<file path="src/design/ttq_defines.svh">
// constants of the trace trigger and window qualifier: offsets, fields,
// reset values and sizes; assumes byte addressing on the register bus
`ifndef TTQ_DEFINES_SVH
`define TTQ_DEFINES_SVH
// register byte offsets
`define OFS_CTRL 8'h00
`define OFS_OCC 8'h04
`define OFS_STAT 8'h08
`define OFS_MIDX 8'h0C
`define OFS_MDATA 8'h10
`define OFS_QUAL 8'h40
// control fields
`define CTRL_START 0
`define CTRL_MODE_LSB 1
`define CTRL_WIN 3
`define CTRL_SEQ_LSB 4
// status fields
`define STAT_RUN 0
`define STAT_TRIG 1
`define STAT_DONE 2
`define STAT_WIN 3
`define STAT_WRAP 4
`define STAT_STAGE_LSB 5
`define STAT_PTR_LSB 8
// reset values: any state matches, one occurrence
`define RST_QLO 32'h00000000
`define RST_QHI 32'hFFFFFFFF
`define RST_OCC 16'h0001
// qualifier term slots
`define NUM_TERMS 10
`define TERM_TRIG 0
`define TERM_STORE 1
`define TERM_EN 2
`define TERM_DIS 3
`define TERM_SEQ0 4
// sequence limits without and with windowing
`define SEQ_MAX 3'h6
`define SEQ_MAX_WIN 3'h3
// trace memory size
`define MEM_DEPTH 64
`define MEM_AW 6
`endif

</file>
<file path="src/design/ttq_pkg.sv">
// types shared by the qualifier and its comparators
// assumes nothing of its surroundings
package ttq_pkg;
   // one emulation bus state as traced
   typedef struct packed {
      logic [7:0] status; // bus cycle status
      logic [7:0] data; // data bus
      logic [15:0] addr; // address bus
   } state_s;
   // one qualifier term: inclusive low and high bounds per field
   typedef struct packed {
      logic [31:0] lo; // low bounds, packed like state_s
      logic [31:0] hi; // high bounds, packed like state_s
   } qual_s;
   // where the trigger sits in the record
   typedef enum logic [1:0] {
      MODE_AFTER = 2'h0,
      MODE_ABOUT = 2'h1,
      MODE_BEFORE = 2'h2
   } mode_e;
   // acquisition sequencer, one-hot
   typedef enum logic [3:0] {
      S_IDLE = 4'h1,
      S_PRE = 4'h2,
      S_POST = 4'h4,
      S_DONE = 4'h8
   } acq_e;
endpackage

</file>
<file path="src/design/qual_match.sv">
// range comparator for one qualifier term against one bus state
// assumes the state and bounds are stable within the clock cycle
`timescale 1ns/1ps
`default_nettype none
module qual_match import ttq_pkg::*; (
   input wire state_s st, // state under test
   input wire qual_s q, // bounds of this term
   output logic hit // state lies inside every field range
);
   // a single value is simply a range whose bounds are equal
   function automatic logic in_range(input logic [15:0] v,
                                     input logic [15:0] lo,
                                     input logic [15:0] hi);
      in_range = (v >= lo) && (v <= hi);
   endfunction

   state_s lo_b; // low bounds seen as fields
   state_s hi_b; // high bounds seen as fields
   assign lo_b = state_s'(q.lo);
   assign hi_b = state_s'(q.hi);

   // all three fields must be in range
   assign hit = in_range(st.addr, lo_b.addr, hi_b.addr) &&
                in_range({8'h00, st.data}, {8'h00, lo_b.data},
                         {8'h00, hi_b.data}) &&
                in_range({8'h00, st.status}, {8'h00, lo_b.status},
                         {8'h00, hi_b.status});
endmodule
`default_nettype wire

</file>
<file path="src/design/trace_trigger_window_qualifier.sv">
// trace trigger, storage and window qualifier with trace memory
// assumes an avalon-mm master and a bus state strobe, both on clock
//
// Added by the designer: the address map and the Avalon-MM interface to the registers.
`timescale 1ns/1ps
`default_nettype none
`include "ttq_defines.svh"
module trace_trigger_window_qualifier import ttq_pkg::*; (
   input wire logic clock, // 20 MHz system clock
   input wire logic nrst, // asynchronous reset, active low
   input wire logic [7:0] address, // avalon byte address
   input wire logic read, // avalon read request
   input wire logic write, // avalon write request
   input wire logic [3:0] byteenable, // avalon byte lanes
   input wire logic [31:0] writedata, // avalon write data
   output logic [31:0] readdata, // avalon read data
   output logic waitrequest, // avalon stall
   input wire logic state_valid, // one-cycle strobe per bus state
   input wire state_s state_in, // traced bus state
   output logic triggered, // trigger found in this trace
   output logic complete // trace record finished
);
   localparam int NQ = `NUM_TERMS;

   // merge write data into a register under byte enables
   function automatic logic [31:0] merge(input logic [31:0] old,
                                         input logic [31:0] nw,
                                         input logic [3:0] be);
      logic [31:0] r;
      r = old;
      for (int i = 0; i < 4; i++) begin
         if (be[i]) begin
            r[i*8 +: 8] = nw[i*8 +: 8];
         end
      end
      merge = r;
   endfunction

   // qualifier slot decode, used by both read and write paths
   function automatic logic is_qual(input logic [7:0] a);
      is_qual = (a >= `OFS_QUAL) && (a < `OFS_QUAL + 8'(NQ * 8));
   endfunction

   logic ack; // answer cycle of a bus request
   logic [7:0] qoff; // byte offset inside the qualifier block
   logic [3:0] qsel; // qualifier slot addressed
   logic take_wr; // write takes effect this edge
   logic start; // software starts a trace
   mode_e mode; // trigger placement
   logic win_en; // windowing programmed
   logic [2:0] seq_cfg; // requested sequence terms before trigger
   logic [15:0] occ_target; // occurrences needed to trigger
   qual_s qual [NQ]; // all qualifier terms
   logic [`MEM_AW-1:0] midx; // trace memory read index
   logic [31:0] mem [`MEM_DEPTH]; // trace memory
   logic [`MEM_AW-1:0] ptr; // next write slot
   logic wrapped; // memory has wrapped at least once
   logic [`MEM_AW:0] post_cnt; // states stored since the trigger
   logic [2:0] stage; // sequence terms passed
   logic [15:0] occ_cnt; // trigger qualifier matches so far
   logic win_on; // window in enabled condition
   acq_e fsm; // acquisition state
   logic [NQ-1:0] hit; // per-term match
   logic [2:0] nseq; // sequence terms in force
   logic running; // acquisition in progress
   logic win_eff; // window enabled or windowing off
   logic act; // this state is recognised at all
   logic [3:0] seq_idx; // slot of the term awaited
   logic seq_hit; // awaited sequence term matched
   logic trig_cand; // trigger qualifier matched in place
   logic [15:0] occ_need; // matches needed, never zero
   logic trig_now; // trigger fires on this state
   logic store_ok; // storage qualifier allows this state
   logic do_store; // write this state to memory
   logic [`MEM_AW:0] post_lim; // stores after trigger to finish
   logic post_end; // last store of the record
   logic [31:0] ctrl_rd; // control readback
   logic [31:0] stat_rd; // status readback

   // bus decode
   assign qoff = address - `OFS_QUAL;
   assign qsel = qoff[6:3];
   assign take_wr = ack && write;
   assign start = take_wr && (address == `OFS_CTRL) && byteenable[0] &&
                  writedata[`CTRL_START];

   // one wait cycle per request keeps read data registered
   assign waitrequest = (read || write) && !ack;

   // one comparator per term, enable and disable on their own
   generate
      for (genvar g = 0; g < NQ; g++) begin : g_term
         qual_match u_match (
            .st(state_in),
            .q(qual[g]),
            .hit(hit[g])
         );
      end
   endgenerate

   // sequence length is clamped harder while windowing is on
   always_comb begin
      if (win_en) begin
         nseq = (seq_cfg > `SEQ_MAX_WIN) ? `SEQ_MAX_WIN : seq_cfg;
      end else begin
         nseq = (seq_cfg > `SEQ_MAX) ? `SEQ_MAX : seq_cfg;
      end
   end

   assign running = (fsm == S_PRE) || (fsm == S_POST);
   assign win_eff = !win_en || win_on;
   // a disabling state is itself neither stored nor recognised
   assign act = state_valid && running && win_eff &&
                !(win_en && win_on && hit[`TERM_DIS]);
   assign seq_idx = 4'(`TERM_SEQ0) + {1'b0, stage};
   assign seq_hit = (stage < nseq) && hit[seq_idx];
   assign trig_cand = act && (fsm == S_PRE) && (stage == nseq) &&
                      hit[`TERM_TRIG];
   assign occ_need = (occ_target == 16'h0000) ? 16'h0001 : occ_target;
   assign trig_now = trig_cand && (occ_cnt + 16'h0001 == occ_need);
   assign store_ok = act && hit[`TERM_STORE];

   // what gets written in each phase decides trigger placement
   always_comb begin
      do_store = 1'b0;
      if (fsm == S_PRE) begin
         // after: nothing before trigger; about/before: ring buffer
         do_store = trig_now ||
                    (store_ok && mode != MODE_AFTER);
      end else if (fsm == S_POST) begin
         do_store = store_ok;
      end
   end

   // centered keeps half a memory after the trigger
   assign post_lim = (mode == MODE_ABOUT) ? (`MEM_AW+1)'(`MEM_DEPTH / 2) :
                     (`MEM_AW+1)'(`MEM_DEPTH);
   assign post_end = do_store && (post_cnt + 1'b1 == post_lim);

   // control, occurrence and index registers: software steers mode, window, sequence, occurrence target and memory index
   always_ff @(posedge clock or negedge nrst) begin
      if (!nrst) begin
         mode <= MODE_AFTER;
         win_en <= 1'b0;
         seq_cfg <= 3'h0;
         occ_target <= `RST_OCC;
         midx <= '0;
      end else if (take_wr) begin
         if (address == `OFS_CTRL && byteenable[0]) begin
            mode <= mode_e'(writedata[`CTRL_MODE_LSB +: 2]);
            win_en <= writedata[`CTRL_WIN];
            seq_cfg <= writedata[`CTRL_SEQ_LSB +: 3];
         end
         if (address == `OFS_OCC) begin
            // a function result cannot be part-selected, so cast it
            occ_target <= 16'(merge({16'h0000, occ_target}, writedata,
                                    byteenable));
         end
         if (address == `OFS_MIDX && byteenable[0]) begin
            midx <= writedata[`MEM_AW-1:0];
         end
      end
   end

   // qualifier terms, each low or high bound one word
   always_ff @(posedge clock or negedge nrst) begin
      if (!nrst) begin
         for (int i = 0; i < NQ; i++) begin
            qual[i].lo <= `RST_QLO;
            qual[i].hi <= `RST_QHI;
         end
      end else if (take_wr && is_qual(address)) begin
         if (qoff[2]) begin
            qual[qsel].hi <= merge(qual[qsel].hi, writedata, byteenable);
         end else begin
            qual[qsel].lo <= merge(qual[qsel].lo, writedata, byteenable);
         end
      end
   end

   assign ctrl_rd = {25'h0, seq_cfg, win_en, mode, 1'b0};
   assign stat_rd = {18'h0, ptr, stage, wrapped, win_eff, complete,
                     triggered, running};

   // bus answer: ack for one cycle, read data registered with it
   always_ff @(posedge clock or negedge nrst) begin
      if (!nrst) begin
         ack <= 1'b0;
         readdata <= 32'h00000000;
      end else begin
         ack <= (read || write) && !ack;
         if (read && !ack) begin
            // unmapped addresses read as zero
            if (address == `OFS_CTRL) begin
               readdata <= ctrl_rd;
            end else if (address == `OFS_OCC) begin
               readdata <= {16'h0000, occ_target};
            end else if (address == `OFS_STAT) begin
               readdata <= stat_rd;
            end else if (address == `OFS_MIDX) begin
               readdata <= {26'h0, midx};
            end else if (address == `OFS_MDATA) begin
               readdata <= mem[midx];
            end else if (is_qual(address)) begin
               readdata <= qoff[2] ? qual[qsel].hi : qual[qsel].lo;
            end else begin
               readdata <= 32'h00000000;
            end
         end
      end
   end

   // window condition: only the enable term counts while off
   always_ff @(posedge clock or negedge nrst) begin
      if (!nrst) begin
         win_on <= 1'b0;
      end else if (start) begin
         win_on <= 1'b0;
      end else if (running && state_valid && win_en) begin
         if (!win_on && hit[`TERM_EN]) begin
            win_on <= 1'b1;
         end else if (win_on && hit[`TERM_DIS]) begin
            win_on <= 1'b0;
         end
      end
   end

   // sequence stage and occurrence count advance on recognised states
   always_ff @(posedge clock or negedge nrst) begin
      if (!nrst) begin
         stage <= 3'h0;
         occ_cnt <= 16'h0000;
      end else if (start) begin
         stage <= 3'h0;
         occ_cnt <= 16'h0000;
      end else if (act && fsm == S_PRE) begin
         if (seq_hit) begin
            stage <= stage + 3'h1;
         end
         if (trig_cand) begin
            occ_cnt <= occ_cnt + 16'h0001;
         end
      end
   end

   // acquisition sequencer
   always_ff @(posedge clock or negedge nrst) begin
      if (!nrst) begin
         fsm <= S_IDLE;
         triggered <= 1'b0;
      end else if (start) begin
         fsm <= S_PRE;
         triggered <= 1'b0;
      end else begin
         unique case (fsm)
            S_IDLE: begin
               fsm <= S_IDLE;
            end
            S_PRE: begin
               if (trig_now) begin
                  triggered <= 1'b1;
                  // before: record ends on the trigger state
                  fsm <= (mode == MODE_BEFORE) ? S_DONE : S_POST;
               end
            end
            S_POST: begin
               if (post_end) begin
                  fsm <= S_DONE;
               end
            end
            S_DONE: begin
               fsm <= S_DONE;
            end
         endcase
      end
   end

   assign complete = (fsm == S_DONE);

   // write pointer, wrap flag and post-trigger count
   always_ff @(posedge clock or negedge nrst) begin
      if (!nrst) begin
         ptr <= '0;
         wrapped <= 1'b0;
         post_cnt <= '0;
      end else if (start) begin
         ptr <= '0;
         wrapped <= 1'b0;
         post_cnt <= '0;
      end else if (do_store) begin
         ptr <= ptr + 1'b1;
         if (ptr == `MEM_AW'(`MEM_DEPTH - 1)) begin
            wrapped <= 1'b1;
         end
         if (fsm == S_POST || trig_now) begin
            post_cnt <= post_cnt + 1'b1;
         end
      end
   end

   // trace memory has no reset; only written slots are meaningful
   always_ff @(posedge clock) begin
      if (do_store) begin
         mem[ptr] <= 32'(state_in);
      end
   end
endmodule
`default_nettype wire

</file>
<file path="config.mk">
export PLATFORM = sky130hd
export DESIGN_NAME = trace_trigger_window_qualifier
export DESIGN_NICKNAME = d
export VERILOG_FILES = /design/src/design/ttq_pkg.sv /design/src/design/qual_match.sv /design/src/design/trace_trigger_window_qualifier.sv
export VERILOG_INCLUDE_DIRS = /design/src /design/src/design
export SDC_FILE = /design/constraint.sdc
export NUM_CORES = 2
export LEC_CHECK = 0
export BUFFER_PORTS_ARGS = -buffer_cell sky130_fd_sc_hd__buf_2
export CORE_ASPECT_RATIO = 0.7
export CORE_MARGIN = 5
export CORE_UTILIZATION = 35
export CTS_CLUSTER_DIAMETER = 200
export DETAILED_ROUTE_END_ITERATION = 8
export SETUP_SLACK_MARGIN = 0.05
export SLEW_MARGIN = 40
export SYNTH_ARGS = -nofsm -noshare
export SYNTH_HDL_FRONTEND = slang
export SYNTH_SLANG_ARGS = --single-unit
</file>
<file path="constraint.sdc">
create_clock -name clock -period 4.8 [get_ports clock]
set_input_delay 0.24 -clock clock [delete_from_list [all_inputs] [get_ports clock]]
set_output_delay 0.24 -clock clock [all_outputs]
set_load 0.005 [all_outputs]
</file>
# Yosys cells after proc, flatten, opt, wreduce, memory -nomap -nowiden
# Memory sizes are Yosys's and may differ from the RTL's.
# Cells that the tools add are included.
[word_totals] ramBits=2048 elab_cells=316 mem_count=1 register_bits=740
[op_classes] n_reduce_logical=110 order_cmp=68 add_sub_neg=6 n_eq_ne=16 n_bitwise=1 muxes=78
[mem_list] memory="mem" depth=64 word_bits=32 rd=1 rd_ports_with_merged_regs=0 wr=1 line="trace_trigger_window_qualifier.sv:55" text="logic [31:0] mem [`MEM_DEPTH];"
[ops] operator="$bwmux 640" n=2
[ops] operator="$mux 640" n=1
[ops] operator="$demux 64 s4" n=2
[ops] operator="$bmux 64 s4" n=1
[ops] operator="$mux 32" n=8
[ops] operator="$mux 64" n=3
[ops] operator="$mux 8" n=24
[ops] operator="$ge 16x16->1" n=10
[ops] operator="$ge 8x8->1" n=20
[ops] operator="$le 16x16->1" n=10
[ops] operator="$le 8x8->1" n=20
[ops] operator="$logic_and 1x1->1" n=77
[ops] operator="$mux 16" n=4
[ops] operator="$mux 7" n=4
[ops] operator="$reduce_bool 2->1" n=10
[ops] operator="$mux 3" n=6
[ops] operator="$reduce_and 2->1" n=9
[ops] operator="$add 16x1->16 const B" n=1
[ops] operator="$eq 16x16->1" n=1
[ops] operator="$eq 8x4->1 const B" n=2
[ops] operator="$logic_not 16->1" n=1
[ops] operator="$mux 4" n=4
[ops] operator="$pmux 4 s4" n=1
[ops] operator="$mux 1" n=15
[ops] operator="33 further kinds" n=43

# Depth between registers and ports, before layout
[depth] ltp_word=17 mapped_depth=14

# By module
# Synthesis repeated with hierarchy kept, for this count alone.
[hier_totals] cells_unflattened=8428 hier_area_um2=127422.2
[modules_own_cells] mod="trace_trigger_window_qualifier" n_inst=1 cells_each=6318 area_per_inst_um2=111919.8 seq_area_each_um2=80419.6
[modules_own_cells] mod="qual_match" n_inst=10 cells_each=211 area_per_inst_um2=1550.2 seq_area_each_um2=0.0

# Least setup slack after synthesis
# No wires, ideal clock.
[synth_timing] path_kind="register to register" from="register qual[527] in the netlist's numbering" to="memory mem[63][0] (enable)" path_stages_with_launch=13 t_required_ns=4.379 path_slack_ns=0.127 arrival_time_ns=4.252 period_less_slack_ns=4.673 cell_sequence="dfstp_2 inv_1 ha_1 nand4_1 or2_2 nor3_1 inv_1 a2111oi_0 nand3_1 a221o_1 or2_2 clkbuf_1 nor2_1"
[synth_between] elab_chain_cells=10 elab_cells_between_ends=11 classes_between="order compare: 1; mux: 4; reduce/logical: 6"
[synth_lines] item="start: declaration" line="trace_trigger_window_qualifier.sv:53" text="qual_s qual [NQ];"
[synth_lines] item="$le 16x16->1 (*)" line="qual_match.sv:14" text="in_range = (v >= lo) && (v <= hi);"
[synth_lines] item="$logic_and 1x1->1 (*)" line="qual_match.sv:14"
[synth_lines] item="$logic_and 1x1->1 (*)" line="qual_match.sv:23" text="assign hit = in_range(st.addr, lo_b.addr, hi_b.addr) &&"
[synth_lines] item="$logic_and 1x1->1 (*)" line="qual_match.sv:25" text="{8'h00, hi_b.data}) &&"
[synth_lines] item="$logic_and 1x1->1 (*)" line="trace_trigger_window_qualifier.sv:121" text="assign store_ok = act && hit[`TERM_STORE];"
[synth_lines] item="$logic_and 1x1->1" line="trace_trigger_window_qualifier.sv:129" text="(store_ok && mode != MODE_AFTER);"
[synth_lines] item="$logic_or 1x1->1" line="trace_trigger_window_qualifier.sv:128" text="do_store = trig_now ||"
[synth_lines] item="$mux 1 (*)" line="trace_trigger_window_qualifier.sv:126" text="if (fsm == S_PRE) begin"
[synth_lines] item="$mux 1 (*)" line="trace_trigger_window_qualifier.sv:303" text="if (do_store) begin"
[synth_lines] item="$mux 1 (not written as such) (*)" line="trace_trigger_window_qualifier.sv:304" text="mem[ptr] <= 32'(state_in);"
[synth_lines] item="end: declaration" line="trace_trigger_window_qualifier.sv:55"
# Mark *: on every way between the ends. The rest lies on a longest branch, timed or not.

# Worst setup path in the final report
[layout_timing] from="register qual[527] in the netlist's numbering" to="memory mem[1][31] (enable)"
# The elaborated chain is that of the path after synthesis.

==> impl_metrics.csv <==
group,metric,value,unit
status,status,"finished, final reports clean",
synth,async_flop_share,26.5,%
power_and_ir_drop,clockPowerShare,42.3,%
power_and_ir_drop,power.density,352,nW/um2
sta,slew_violations,0,
place,dp_worst_setup_slack,5.23,ps
route,drt-initial-drc-count,9997,
sta,tightest_slew,914,ps
finish,final_area,148000,um2
route,dr.pass1.iters,6,
finish,seqCellArea,80400,um2
synth,synth_edf_count,2048,
floorplan,coreArea,363000,um2
synth,synth-seq-area-share,63.1,%
synth,avgSynthCellArea,15.0,um2
synth,synth_flop_cell,"edfxtp_1",
power_and_ir_drop,power.total,52.0,mW
worst_setup_path,r2r_cells,15,
finish,area_delta_synth_final,15.9,%
worst_setup_path,path_cells,"inv_1, ha_1, nand4_1, or2_2, nor3_1, inv_1, a2111oi_2, buf_4, nand3_1, a221oi_2, buf_4, nand3b_1, buf_4, nor2_4, buf_12",
global_routing,overflow,0,
synth,synthCells,8476,
finish,fillers,32700,
power_and_ir_drop,ir_drop,0.306,mV
worst_setup_path,end_kind,"flop",
route,drtAntennaViolNets,0,
sta,setup_ws,283,ps
min_path,min_path_cells,2,
floorplan,fp.dieH,515,um
sta,rsz0062_at_grt,"false",
global_routing,grt_pass1_wl,572000,um
sta,finalCriticalPeriod,4520,ps
route,via_count,78700,
sta,clock.fmax,221,MHz
finish,layout.nets,9667,
route,wl_per_cell,28.5,um
place,io_buffers,115,
job,maxCapViolCount,0,
worst_setup_path,critical_path.top_delay_family,"simple AND/OR/NAND/NOR gates",
cts,clock-sinks,2788,
worst_setup_path,worstSetupPathType,"reg2reg",
power_and_ir_drop,swShare,23.0,%
sta,hold_violations,0,
global_routing,track_usage,20.9,%
worst_setup_path,worstPathMaxFanout,27,
floorplan,initial_core_util,35.1,%
global_routing,grt_max_degree,118,
sta,fin_skew,68.2,ps
cts,ctsRootBufferMaster,"clkbuf_16",
sta,relSlewSlack,39.1,%
cts,clk_pin_slew_worst_paths,70,ps
place,placed_area,138000,um2
synth,synth_nets,9205,
synth,ys_ff_latch,2788,
synth,syn_area,127000,um2
sta,setup_viol,0,
worst_setup_path,critical_path_depth,15,
global_routing,grt_pass1_vias,76000,
power_and_ir_drop,internal-power,40.0,mW
sta,fin_crit_sh,94.1,%
synth,yosys_warnings,0,
global_routing,antenna_found_initial,51,
floorplan,die_area,377000,um2
cts,clk_path_buf_depth,4,
finish,final_common_cell,"edfxtp_1",
finish,final_cell_mix,"edfxtp_1, nand2_1, o21ai_0, mux4_2, ha_1",
floorplan,die_width,731,um
worst_setup_path,start_kind,"flop",
power_and_ir_drop,combPwrFrac,6.7,%
worst_setup_path,cpPeakStageDelay,550,ps
synth,synthDistinctLibCells,83,
floorplan,rows,185,
floorplan,io_pins,116,
worst_setup_path,cpMaxStageDelayCell,"dfstp_2",
worst_setup_path,critPathArrivalTime,5060,ps
cts,h-tree-depth,5,
place,place_hpwl,282000,um
min_path,hp-class,"in2reg",
finish,drive_gt1_share,25.0,%
power_and_ir_drop,pwr-share-seq,51.0,%
cts,cts_setup_buffers,0,
power_and_ir_drop,p_sw,12.0,mW
place,gp_congestion,0.936,
worst_setup_path,worstPathRequired,5350,ps
cts,cts_made_buffers,275,
finish,multi_input_area,43900,um2
route,vias_per_cell,5.62,
route,route.detailed.drc,0,
cts,cts_tree,"built",
worst_setup_path,cpMostUsedCell,"buf_4",
cts,clk_latency,890,ps
route,wl,400000,um
worst_setup_path,critPathBufInv,6,
power_and_ir_drop,p_leak,49.6,nW
[cell usage after synthesis, types with 14 or more instances]
master | number | share of area, %
dfrtp_1 | 418 | 8.2
a22o_1 | 18 | 0.12
buf_2 | 26 | 0.10
nor4_1 | 23 | 0.11
nor2_1 | 157 | 0.46
nand3_1 | 71 | 0.28
o22ai_1 | 18 | 0.088
clkbuf_1 | 296 | 0.87
mux2_2 | 105 | 0.93
mux4_2 | 783 | 14
mux2i_1 | 28 | 0.22
nand2_1 | 917 | 2.7
xnor2_1 | 16 | 0.11
nor3_1 | 36 | 0.14
and3_1 | 16 | 0.079
o31ai_1 | 16 | 0.094
nand2b_1 | 69 | 0.34
a2111oi_0 | 15 | 0.10
inv_1 | 605 | 1.8
o21ai_0 | 796 | 3.1
dfstp_2 | 322 | 6.6
a21oi_1 | 299 | 1.2
a211oi_1 | 37 | 0.22
buf_1 | 83 | 0.24
a31oi_1 | 15 | 0.074
o21a_1 | 24 | 0.14
o21ai_1 | 64 | 0.25
ha_1 | 648 | 6.4
o2111ai_1 | 14 | 0.096
a21o_1 | 72 | 0.42
nand4_1 | 98 | 0.48
a22oi_1 | 70 | 0.41
o211ai_1 | 25 | 0.15
or3_1 | 24 | 0.12
edfxtp_1 | 2048 | 48
nor2b_1 | 48 | 0.24
[timing repair]
item                                    4_1_cts  5_1_grt
hold buffers                                 34        0
gates resized for setup                       0        2
endpoints found under the setup margin        0      371
hold endpoints to repair                    417        0
[metal layers]
layer	routed length (um)	share of wire, %	track usage, %
met4	10000	2.5	4.84
met1	181000	45	32.8
met3	47400	12	6.15
met5	137	0.034	0
met2	161000	40	28.2
[worst paths after layout]
kind / from / endpoint / slack [ps]
hold / removal: state_in[0] / mem[9][0] / 60
min in group asynchronous: nrst / qual[235] / 580
setup reg to reg: qual[527] / mem[1][31] / 280
setup / recovery: qual[527] / mem[1][31] / 280
max in group asynchronous: nrst / qual[172] / 3120
hold reg to reg: qual[223] / qual[223] / 480
[cell type report]
type | count | area share, %
Antenna cell | 12 | 0.0203
Sequential cell | 2788 | 54.4
Inverter | 605 | 1.54
Timing Repair Buffer | 597 | 4.19
Multi-Input combinational cell | 4671 | 29.7
Tap cell | 4862 | 4.12
Clock inverter | 123 | 0.877
Clock buffer | 359 | 5.15
[power by group through the flow]
stage                     logic, mW  clock network (mW)  registers (mW)
after floorplan                1.69                   0            26.9
after global placement         3.30                   0            27.0
after detailed placement       3.39                   0            27.0
after CTS                      3.43                22.4            26.5
after global routing           3.80                23.4            26.6
final                          3.47                22.0            26.5
[kinds of logic (layout without fill, tap and decap cells)]
| family | count (synthesis) | in the layout | synth area share [%] |
|---|---|---|---|
| buffers and inverters | 1017 | 1684 | 3.04 |
| other | 0 | 12 | 0 |
| DFF | 2788 | 2788 | 63.1 |
| xor gates and xnor gates | 21 | 21 | 0.144 |
| muxes | 916 | 916 | 15.0 |
| AOI/OAI and AO/OA | 1560 | 1560 | 7.02 |
| and+or+nand+nor | 1525 | 1525 | 5.36 |
| adders and majority gates | 649 | 649 | 6.37 |
[state kept, by name, summed over array words and instances, names as in the netlist, 6 cells and up]
signal      count
mem          2048
qual          640
readdata       32
occ_cnt        16
occ_target     16
post_cnt        7
midx            6
ptr             6
[per-stage QoR]
| stage | util [%] | cells | setup TNS (ps) | hold WS [ps] |
|---|---|---|---|---|
| 6_report | 40.7 | 14000 | 0 | 57.9 |
| 2_1_floorplan | - | 8476 | 0 | -55.6 |
| 3_5_place_dp | 38.1 | 13500 | 0 | 139 |
| 3_3_place_gp | 38.1 | 13500 | -747 | 339 |
| 4_1_cts | 40.7 | 14000 | 0 | 11.5 |
| 5_1_grt | 40.7 | 14000 | 0 | 34.7 |
Note: power is estimated with default switching activity, not from simulation.
